===== src/bsw_defs.svh =====
// default figures and reset values for the burst sliding window block
`ifndef BSW_DEFS_SVH
`define BSW_DEFS_SVH
`define BSW_MAX_BURST  4
`define BSW_MAX_SEQ    10
`define BSW_DATA_W     32
`define BSW_RX_BUFS    8
`define BSW_FIFO_DEPTH 16
`define BSW_SEQ_START  0
`endif


===== src/bsw_pkg.sv =====
// shared types for the burst sliding window block
package bsw_pkg;
    typedef enum logic [1:0] {
        TX_IDLE = 2'h0,
        TX_SCAN = 2'h1,
        TX_SEND = 2'h2
    } tx_state_t;
endpackage


===== src/burst_sliding_window.sv =====
// burst sliding window endpoint with its in-order delivery fifo
`timescale 1ns/1ps
`include "bsw_defs.svh"

// ==========================================================
// delivery fifo
module bsw_fifo #(
    parameter int W     = `BSW_DATA_W,
    parameter int DEPTH = `BSW_FIFO_DEPTH
) (
    input  wire logic         i_sys_clk,
    input  wire logic         i_nrst,
    input  wire logic         i_wr_valid,
    output logic              o_wr_ready,
    input  wire logic [W-1:0] i_wr_data,
    output logic              o_rd_valid,
    input  wire logic         i_rd_ready,
    output logic [W-1:0]      o_rd_data,
    output logic [$clog2(DEPTH+1)-1:0] o_count
);
    localparam int AW = $clog2(DEPTH);
    localparam int CW = $clog2(DEPTH+1);
    initial
    begin
        if (DEPTH < 2 || (1 << AW) != DEPTH)
            $error("fifo depth must be a power of two of at least 2");
    end
    typedef struct packed {
        logic [DEPTH-1:0][W-1:0] mem;
        logic [AW-1:0]           wp;
        logic [AW-1:0]           rp;
        logic [CW-1:0]           cnt;
    } fifo_st_t;
    fifo_st_t s_q;
    fifo_st_t s_d;
    logic     push;
    logic     pop;
    // honest flags straight from the occupancy count
    assign o_wr_ready = (s_q.cnt != CW'(DEPTH));
    assign o_rd_valid = (s_q.cnt != '0);
    assign o_rd_data  = s_q.mem[s_q.rp];
    assign o_count    = s_q.cnt;
    assign push       = i_wr_valid && o_wr_ready;
    assign pop        = o_rd_valid && i_rd_ready;
    // pointer and count update
    always_comb
    begin
        s_d = s_q;
        if (push)
        begin
            s_d.mem[s_q.wp] = i_wr_data;
            s_d.wp          = s_q.wp + AW'(1);
        end
        if (pop)
            s_d.rp = s_q.rp + AW'(1);
        if (push && !pop)
            s_d.cnt = s_q.cnt + CW'(1);
        else if (pop && !push)
            s_d.cnt = s_q.cnt - CW'(1);
    end
    // state register
    always_ff @(posedge i_sys_clk or negedge i_nrst)
    begin
        if (!i_nrst)
            s_q <= '0;
        else
            s_q <= s_d;
    end
endmodule // bsw_fifo

// ==========================================================
// sliding window endpoint
// How it works
// - window span never exceeds max sequence distance, which is max seq - 1.
// - distance counts from oldest outstanding seq to newest window seq.
// - receiver drops arriving packets whose seq is outside its window.
// - neither window ever holds more than max burst entries; the code caps only the receive window, transmit copies any ack.
// - configuration event restarts sequences at zero, windows at full burst.
// - packets sent are the smaller of pending data and receive window.
// - transmitter sends every window packet and nothing outside it.
// - receive window slides one per packet received, modulo max sequence.
// - OUT acks go in handshake payload, IN acks in next schedule slot.
// - acknowledgement is a bitmask, ones mark seqs accepted next.
// - intact ack replaces transmit window; no ack leaves it unchanged. The code ignores any ack that arrives during a data phase.
// - max sequence value must be at least twice max burst.
// - receiver records got packets, keeps window over still-missing ones.
// - lost packets resent with original seq, retries before new data.
// - clean next IN token proves the previous ack was received.
// - stuck oldest packet limits window to distance; transmitter mirrors.
// - sequence numbers run from zero to max sequence minus one.
// - new data segments take strictly ascending sequence numbers.
module burst_sliding_window #(
    parameter int MAX_BURST  = `BSW_MAX_BURST,
    parameter int MAX_SEQ    = `BSW_MAX_SEQ,
    parameter int DW         = `BSW_DATA_W,
    parameter int RX_BUFS    = `BSW_RX_BUFS,
    parameter int FIFO_DEPTH = `BSW_FIFO_DEPTH
) (
    input  wire logic                       i_sys_clk,
    input  wire logic                       i_nrst,
    input  wire logic                       i_win_reset,
    input  wire logic                       i_rx_valid,
    input  wire logic                       i_rx_ok,
    input  wire logic [$clog2(MAX_SEQ)-1:0] i_rx_seq,
    input  wire logic [DW-1:0]              i_rx_data,
    output logic [MAX_SEQ-1:0]              o_ack_vec,
    output logic                            o_ack_zero,
    output logic                            o_up_valid,
    input  wire logic                       i_up_ready,
    output logic [DW-1:0]                   o_up_data,
    input  wire logic                       i_tx_valid,
    output logic                            o_tx_ready,
    input  wire logic [DW-1:0]              i_tx_data,
    input  wire logic                       i_ack_valid,
    input  wire logic [MAX_SEQ-1:0]         i_ack_vec,
    input  wire logic                       i_send_start,
    output logic                            o_send_busy,
    output logic                            o_pkt_valid,
    input  wire logic                       i_pkt_ready,
    output logic [$clog2(MAX_SEQ)-1:0]      o_pkt_seq,
    output logic [DW-1:0]                   o_pkt_data
);
    localparam int SW = $clog2(MAX_SEQ);
    localparam int CW = $clog2(MAX_SEQ+1);
    localparam int FC = $clog2(FIFO_DEPTH+1);
    localparam logic [MAX_SEQ-1:0] INIT_WIN =
        MAX_SEQ'((64'h1 << MAX_BURST) - 64'h1);
    initial
    begin
        if (MAX_SEQ < 2 * MAX_BURST || MAX_BURST < 1)
            $error("max sequence must be at least twice max burst");
        if (RX_BUFS < MAX_BURST || MAX_SEQ > 64)
            $error("buffer count or sequence range not supported");
    end
    typedef struct packed {
        logic [SW-1:0]              rx_base;
        logic [MAX_SEQ-1:0]         rx_got;
        logic [MAX_SEQ-1:0]         rx_win;
        logic [MAX_SEQ-1:0][DW-1:0] rx_mem;
        logic [SW-1:0]              tx_base;
        logic [SW-1:0]              tx_next;
        logic [MAX_SEQ-1:0]         tx_win;
        logic [MAX_SEQ-1:0]         tx_held;
        logic [MAX_SEQ-1:0][DW-1:0] tx_mem;
        bsw_pkg::tx_state_t         tx_st;
        logic [SW-1:0]              tx_idx;
        logic [CW-1:0]              tx_cnt;
        logic [SW-1:0]              pkt_seq;
        logic [DW-1:0]              pkt_data;
    } bsw_st_t;
    bsw_st_t        s_q;
    bsw_st_t        s_d;
    logic           up_wr_ready;
    logic           release_ok;
    logic [FC-1:0]  fifo_cnt;
    // position k steps after a base, wrapped into the sequence range
    function automatic logic [SW-1:0] seq_at(input logic [SW-1:0] b,
                                             input int k);
        int v;
        v = (int'(b) + k) % MAX_SEQ;
        return SW'(v);
    endfunction
    // oldest buffered packet goes upward only when it is next in order
    assign release_ok = s_q.rx_got[s_q.rx_base] && up_wr_ready;
    bsw_fifo #(
        .W     (DW),
        .DEPTH (FIFO_DEPTH)
    ) u_up_fifo (
        .i_sys_clk  (i_sys_clk),
        .i_nrst     (i_nrst),
        .i_wr_valid (release_ok),
        .o_wr_ready (up_wr_ready),
        .i_wr_data  (s_q.rx_mem[s_q.rx_base]),
        .o_rd_valid (o_up_valid),
        .i_rd_ready (i_up_ready),
        .o_rd_data  (o_up_data),
        .o_count    (fifo_cnt)
    );

    // acknowledgement goes out from a register; the caller places it in
    // the handshake payload (OUT) or the next token (IN)
    assign o_ack_vec   = s_q.rx_win;
    assign o_ack_zero  = (s_q.rx_win == '0);
    assign o_send_busy = (s_q.tx_st != bsw_pkg::TX_IDLE);
    assign o_pkt_valid = (s_q.tx_st == bsw_pkg::TX_SEND);
    assign o_pkt_seq   = s_q.pkt_seq;
    assign o_pkt_data  = s_q.pkt_data;
    // new data only takes a free slot of the granted window, in order
    assign o_tx_ready  = (s_q.tx_st == bsw_pkg::TX_IDLE) && !i_ack_valid
                         && s_q.tx_win[s_q.tx_next]
                         && !s_q.tx_held[s_q.tx_next];

    // ======================================================
    // next state
    always_comb
    begin
        int          free;
        int          n;
        int          lim;
        logic        found;
        logic [SW-1:0] idx;
        free  = 0;
        n     = 0;
        lim   = 0;
        found = 1'b0;
        idx   = '0;
        s_d   = s_q;

        // receive side: land packets inside the window only
        if (i_rx_valid && i_rx_ok && s_q.rx_win[i_rx_seq])
        begin
            s_d.rx_got[i_rx_seq] = 1'b1;
            s_d.rx_mem[i_rx_seq] = i_rx_data;
        end
        if (release_ok)
        begin
            s_d.rx_got[s_q.rx_base] = 1'b0;
            s_d.rx_base = seq_at(s_q.rx_base, 1);
        end

        // window offers only free buffers, at most one burst; the scan
        // stops one short of the full range so the span never wraps
        free = RX_BUFS - int'(fifo_cnt);
        for (int k = 0; k < MAX_SEQ; k++)
            if (s_d.rx_got[k])
                free = free - 1;
        lim = (free < MAX_BURST) ? free : MAX_BURST;
        s_d.rx_win = '0;
        for (int k = 0; k < MAX_SEQ - 1; k++)
        begin
            idx = seq_at(s_d.rx_base, k);
            if (!s_d.rx_got[idx] && n < lim)
            begin
                s_d.rx_win[idx] = 1'b1;
                n = n + 1;
            end
        end

        // intact ack replaces the window while idle; anything outside it is done
        if (i_ack_valid && s_q.tx_st == bsw_pkg::TX_IDLE)
        begin
            s_d.tx_win  = i_ack_vec;
            s_d.tx_held = s_q.tx_held & i_ack_vec;
            s_d.tx_base = s_q.tx_next;
            for (int k = 0; k < MAX_SEQ; k++)
            begin
                idx = seq_at(s_q.tx_base, k);
                if (!found && i_ack_vec[idx])
                begin
                    s_d.tx_base = idx;
                    found = 1'b1;
                end
            end
        end
        else if (o_tx_ready && i_tx_valid)
        begin
            s_d.tx_mem[s_q.tx_next]  = i_tx_data;
            s_d.tx_held[s_q.tx_next] = 1'b1;
            s_d.tx_next = seq_at(s_q.tx_next, 1);
        end

        // data phase: scan from the oldest seq so retries lead new data
        case (s_q.tx_st)
            bsw_pkg::TX_IDLE:
            begin
                if (i_send_start && !i_ack_valid)
                begin
                    s_d.tx_st  = bsw_pkg::TX_SCAN;
                    s_d.tx_idx = s_q.tx_base;
                    s_d.tx_cnt = '0;
                end
            end
            bsw_pkg::TX_SCAN:
            begin
                if (s_q.tx_held[s_q.tx_idx] && s_q.tx_win[s_q.tx_idx])
                begin
                    s_d.pkt_seq  = s_q.tx_idx;
                    s_d.pkt_data = s_q.tx_mem[s_q.tx_idx];
                    s_d.tx_st    = bsw_pkg::TX_SEND;
                end
                else if (s_q.tx_cnt == CW'(MAX_SEQ - 1))
                    s_d.tx_st = bsw_pkg::TX_IDLE;
                else
                begin
                    s_d.tx_idx = seq_at(s_q.tx_idx, 1);
                    s_d.tx_cnt = s_q.tx_cnt + CW'(1);
                end
            end
            bsw_pkg::TX_SEND:
            begin
                // sent packets stay held until an ack drops them
                if (i_pkt_ready)
                begin
                    if (s_q.tx_cnt == CW'(MAX_SEQ - 1))
                        s_d.tx_st = bsw_pkg::TX_IDLE;
                    else
                    begin
                        s_d.tx_st  = bsw_pkg::TX_SCAN;
                        s_d.tx_idx = seq_at(s_q.tx_idx, 1);
                        s_d.tx_cnt = s_q.tx_cnt + CW'(1);
                    end
                end
            end
            default:
                s_d.tx_st = bsw_pkg::TX_IDLE;
        endcase

        // configuration event wins over everything else this cycle;
        // data already released upward stays in the fifo
        if (i_win_reset)
        begin
            s_d.rx_base = SW'(`BSW_SEQ_START);
            s_d.rx_got  = '0;
            s_d.rx_win  = INIT_WIN;
            s_d.tx_base = SW'(`BSW_SEQ_START);
            s_d.tx_next = SW'(`BSW_SEQ_START);
            s_d.tx_win  = INIT_WIN;
            s_d.tx_held = '0;
            s_d.tx_st   = bsw_pkg::TX_IDLE;
        end
    end
    // state register
    always_ff @(posedge i_sys_clk or negedge i_nrst)
    begin
        if (!i_nrst)
        begin
            s_q        <= '0;
            s_q.rx_win <= INIT_WIN;
            s_q.tx_win <= INIT_WIN;
            s_q.tx_st  <= bsw_pkg::TX_IDLE;
        end
        else
            s_q <= s_d;
    end
endmodule // burst_sliding_window


===== config.mk =====
export PLATFORM = sky130hd
export DESIGN_NAME = burst_sliding_window
export DESIGN_NICKNAME = d
export VERILOG_FILES = /design/src/bsw_pkg.sv /design/src/burst_sliding_window.sv
export VERILOG_INCLUDE_DIRS = /design/src
export SDC_FILE = /design/constraint.sdc
export NUM_CORES = 2
export LEC_CHECK = 0
export BUFFER_PORTS_ARGS = -buffer_cell sky130_fd_sc_hd__buf_2
export CAP_MARGIN = 10
export CORE_AREA = 3 3 352 354
export DETAILED_ROUTE_END_ITERATION = 10
export DIE_AREA = 0 0 355 357
export PLACE_DENSITY = 0.72
export RECOVER_POWER = 50
export SYNTH_ARGS = -nofsm -noshare
export SYNTH_HDL_FRONTEND = slang
export SYNTH_SLANG_ARGS = --single-unit

===== constraint.sdc =====
create_clock -name i_sys_clk -period 51.9 [get_ports i_sys_clk]
set_input_delay 5.19 -clock i_sys_clk [delete_from_list [all_inputs] [get_ports i_sys_clk]]
set_output_delay 5.19 -clock i_sys_clk [all_outputs]
set_load 0.01 [all_outputs]

Word-level counts from Yosys, hierarchy flattened
Cells that the tools add are included.
{ "totals": {"register_bits": 1263, "output_inout_bits": 83, "in_bits": 88, "elab_cells": 437} }
{ "classes": {"div_mod_pow": 22, "n_mux": 167, "n_eq_ne": 11, "n_bitwise": 14, "reduce_logical": 81, "order_cmp": 48, "n_addsub": 43} }
{ "ops": {"columns": ["operator", "n"], "rows": [
  ["2-to-1 mux 32 bit", 24],
  ["bitwise mux 320 bit", 2],
  ["remainder unit 32 x 5 -> 32 bit (second input constant)", 20],
  ["bitwise mux 512 bit", 1],
  ["binary-select mux 32 bit (select 4 bit)", 3],
  ["demux 32 bit (select 4 bit)", 3],
  ["2-to-1 mux 330 bit", 1],
  ["subtractor 32 x 2 -> 32 bit (second input constant)", 9],
  ["less-than comparator 32 bit", 8],
  ["adder 32 x 2 -> 32 bit (second input constant)", 7],
  ["2-to-1 mux 10 bit", 14],
  ["less-than comparator 4 x 5 -> 1 bit (second input constant)", 25],
  ["binary-select mux 1 bit (select 4 bit)", 25],
  ["bitwise OR 10 bit", 10],
  ["remainder unit 5 x 5 -> 32 bit (second input constant)", 2],
  ["2-to-1 mux 1 bit", 57],
  ["greater-or-equal comparator 4 x 1 -> 1 bit (second input constant)", 13],
  ["2-to-1 mux 4 bit", 13],
  ["demux 1 bit (select 4 bit)", 12],
  ["logical AND 1 bit", 45],
  ["adder 4 x 3 -> 5 bit (second input constant)", 8],
  ["less-than comparator 1 x 32 -> 1 bit (first input constant)", 1],
  ["less-than comparator 32 x 4 -> 1 bit (second input constant)", 1],
  ["2-to-1 mux 28 bit", 1],
  ["35 further kinds", 81]
]} }

Logic depth before layout (Yosys ltp)
{ "logic_depth": {"word_depth": 57, "mapped_depth": 117} }

Hierarchy
A second synthesis with hierarchy kept.
{ "unflattened": {"hier_cells": 5953, "area_unflattened_um2": 71198.3} }
{ "modules_own_cells": {"columns": ["mod", "seq_area_each_um2", "n_inst", "area_per_inst_um2", "cells_each"], "rows": [
  ["burst_sliding_window", 18477.7, 1, 46545.9, 4343],
  ["bsw_fifo", 13137.6, 1, 24652.4, 1610]
]} }

Least setup slack after synthesis
No wires, ideal clock.
{ "synth_timing": {"path_type": "input-to-reg", "start": "in i_rx_seq[3]", "end": "reg s_q (netlist bit o_ack_vec[4])", "setup_ns": 0.100, "arrival_time_ns": 24.496, "path_slack_ns": 27.305, "stages": 104, "n_path_buf": 4, "required_ns": 51.800, "path_cell_list": "and4bb_2 -> a31oi_1 -> clkbuf_1 -> nor2_1 -> or3_1 -> nand2_1 -> ha_1 -> nand2_1 -> nand2_1 -> ha_1 -> o21a_1 -> ha_1 -> and2_1 -> clkbuf_1 -> nor2_1 -> mux2_2 -> o2bb2ai_1 -> a21boi_0 -> [68 not listed] -> a31oi_1 -> nor2_1 -> o21ai_0 -> nor3b_1 -> a21boi_2 -> nor3b_1 -> and4bb_1 -> xor2_1 -> ha_1 -> a21oi_1 -> nor2b_1 -> o21ai_0 -> nand2b_1 -> nor4_1 -> or4b_1 -> nand3_2 -> nand3_1 -> a311oi_1"} }
{ "synth_lines": {"columns": ["element", "line_no", "rtl"], "rows": [
  ["from (decl)", "burst_sliding_window.sv:104", "input wire logic [$clog2(MAX_SEQ)-1:0] i_rx_seq,"],
  ["to (decl)", "burst_sliding_window.sv:151", "bsw_st_t s_q;"]
]} }

==> impl_metrics.toml <==
[min_path]
hold_class = "flop to flop"

[timing]
setup_slack_ps = 24000
slew_violations = 2054
fmax_mhz = 35.84
grt_setup_unrepaired = "no"
layout_worst_path_cycle_share = 0.5377
fin_tns_setup_ps = 0
hold_violations = 0
skew_ps = 26.67
setup_viol = 0
period_minus_slack_ps = 27900
max_slew_margin = -4.553
tightest_slew_ps = 8330

[synth]
synth.top_cell.area_share = 0.4566
yosys_warnings = 0
ys_types = 120
synthMostInstantiatedCell = "dfrtp_1"
synthTopCellsByCount = "1255 x dfrtp_1, 880 x nand2_1, 684 x o21ai_0"
synth_area_leader_cell = "dfrtp_1"
synth_top_flop_cell = "dfrtp_1"
synth.top_cells.by_area = "dfrtp_1 46%, mux2_2 11%, mux4_2 9.6%"
syn_avg_cell_area_um2 = 10.96
ys_seq_area_frac = 0.4597
netlist_area_um2 = 68780
ys_ff_latch = 1263
synth-edff-count = 0
syn_inst = 6276
async_flop_share = 1.000

[placed_design]
port_buffers = 170
pre_cts_ws_ps = 23800
gp_congestion = 0.9164
hpwl_um = 109100

[run_status]
violations = "capacitance limit, slew limit"
status = "complete, but fails checks"

[clock_network]
postCtsHoldBufs = 0
cts.sinks = 1263
cts_tree = "built"
cts.repair.resized = 0
post_cts_buffers = 0
cts_root_buffer = "clkbuf_16"
clock_latency_ps = 720
cts_buffers = 120
clkTransAtPathRegs_ps = 60
cts_buffer_depth = 3
cts-htree-levels = 3

[worst_setup_path]
path_delay_family = "simple AND/OR/NAND/NOR gates"
critPathMaxFanout = 15
cpMostUsedCell = "ha_1"
worstPathArrival_ps = 28510
cpMaxStageDelayCell = "a21oi_1"
critPathLaunchType = "input port"
slowest_delay_ps = 860
worstPathRequired_ps = 52500
cp_num_buf_inv = 8
crit_type = "input port to flop"
crit_path_end_kind = "flop"

[cells_and_area]
syn2layout_area_growth_pct = 8.246
drive_gt1_frac = 0.2360
nFillCells = 9717
final_nets = 6406

[die]
die-area_um2 = 126700
ioPinCount = 171
start_util = 0.5666
core_area_um2 = 121400
num_rows = 128
fp.dieW_um = 355
die_h_um = 357

[routing]
drt_pre_antenna_iters = 6
via_per_inst = 6.237
ant_nets = 0
drcViolationCount = 0
drtIter0Drc = 4003
vias = 49312
wire_per_inst_um = 22.18
wl_um = 175300

[run]
drv_cap = 32

[power]
p_leak_nw = 33.05
power_density_nw_per_um2 = 47.70
max-vdd-ir-drop_mv = 0.04577

[global_route]
track_usage = 0.2760
grt_max_degree = 173
grt_overflow = 0
grt_pass1_wl_um = 279700
antenna_found_initial = 32
grt_pass1_vias = 49600
## per-stage QoR
step                hold slack, ps  cells  power [W]    util  area, um^2
floorplan                    440.6   6283   0.002278       -       68810
global placement             452.2   7669   0.002597  0.5804       70460
detailed placement           461.3   7669   0.002623  0.5804       70460
CTS                          476.2   7889   0.003550  0.6146       74610
global route                 488.7   7895   0.003765  0.6131       74430
finish                       470.2   7906   0.003551  0.6133       74450
## cells in the final DEF, fill, tap and decap left out, types with 37 or more instances in the layout
cell,synthesis,layout
nand2_1,880,861
dfrtp_1,1255,1247
buf_2,4,164
buf_4,48,47
mux2_2,649,648
ha_1,151,151
a21oi_1,226,226
o21ai_0,684,685
nor2_1,255,252
a31oi_1,47,47
clkbuf_1,327,67
inv_1,98,98
mux4_2,293,293
and3_1,41,37
nand3_1,80,78
nand4_1,51,51
nor3_1,56,56
xnor2_1,138,137
mux2i_1,160,160
clkbuf_16,0,121
## per-layer routing
metal  up-vias  wire length (um)  global-route usage
met3       298             10630             0.04910
met4        14              3880             0.07121
li1      22528                 -                   -
met1     25128             75440              0.3726
met5         -                86                   0
met2      1344             85300              0.4647
## final timing paths
path	startpoint	end	slack [ps]	cells past startpoint
setup / recovery	i_rx_seq[3]	o_ack_vec[6]$_DFF_PN0_	24000	101
hold / removal	u_up_fifo.s_q[8]$_DFFE_PN0P_	u_up_fifo.s_q[8]$_DFFE_PN0P_	470	1
setup reg to reg	s_q[735]$_DFF_PN0_	o_ack_vec[6]$_DFF_PN0_	25270	101
hold reg to reg	u_up_fifo.s_q[8]$_DFFE_PN0P_	u_up_fifo.s_q[8]$_DFFE_PN0P_	470	1
max in group asynchronous	i_nrst	u_up_fifo.s_q[5]$_DFFE_PN0P_	32140	2
min in group asynchronous	i_nrst	u_up_fifo.s_q[34]$_DFFE_PN0P_	7540	1
## cells by family after synthesis
| kind of cell | share of synthesized area |
|---|---|
| AOI/OAI and AO/OA | 0.1178 |
| xor gates and xnor gates | 0.02367 |
| adders and majority gates | 0.02791 |
| buffers and inverters | 0.03516 |
| DFF | 0.4597 |
| muxes | 0.2259 |
| other | 0.00005452 |
| and+or+nand+nor | 0.1099 |
## power breakdown
part / internal [W] / switching, W / leakage, nW
Combinational: 0.000587 / 0.000850 / 13.7
Clock: 0.000532 / 0.000390 / 2.04
Sequential: 0.00109 / 0.000101 / 17.3
Total: 0.00221 / 0.00134 / 33.0
## state kept, by name, indices dropped and copies added (netlist names)
signal             count
o_pkt_seq              4
u_up_fifo.o_count      5
o_pkt_data            32
s_q                  692
o_ack_vec             10
u_up_fifo.s_q        520
## cell type report
| cell class | instances | area, um^2 | area share |
|---|---|---|---|
| Antenna cell | 17 | 42.54 | 0.0005714 |
| Clock buffer | 169 | 3428 | 0.04605 |
| Clock inverter | 51 | 721.9 | 0.009697 |
| Sequential cell | 1263 | 31640 | 0.4249 |
| Multi-Input combinational cell | 4427 | 34880 | 0.4685 |
| Tap cell | 1625 | 2033 | 0.02731 |
| Inverter | 102 | 382.9 | 0.005142 |
| Timing Repair Buffer | 252 | 1328 | 0.01783 |
(Power assumes the default switching activity.)
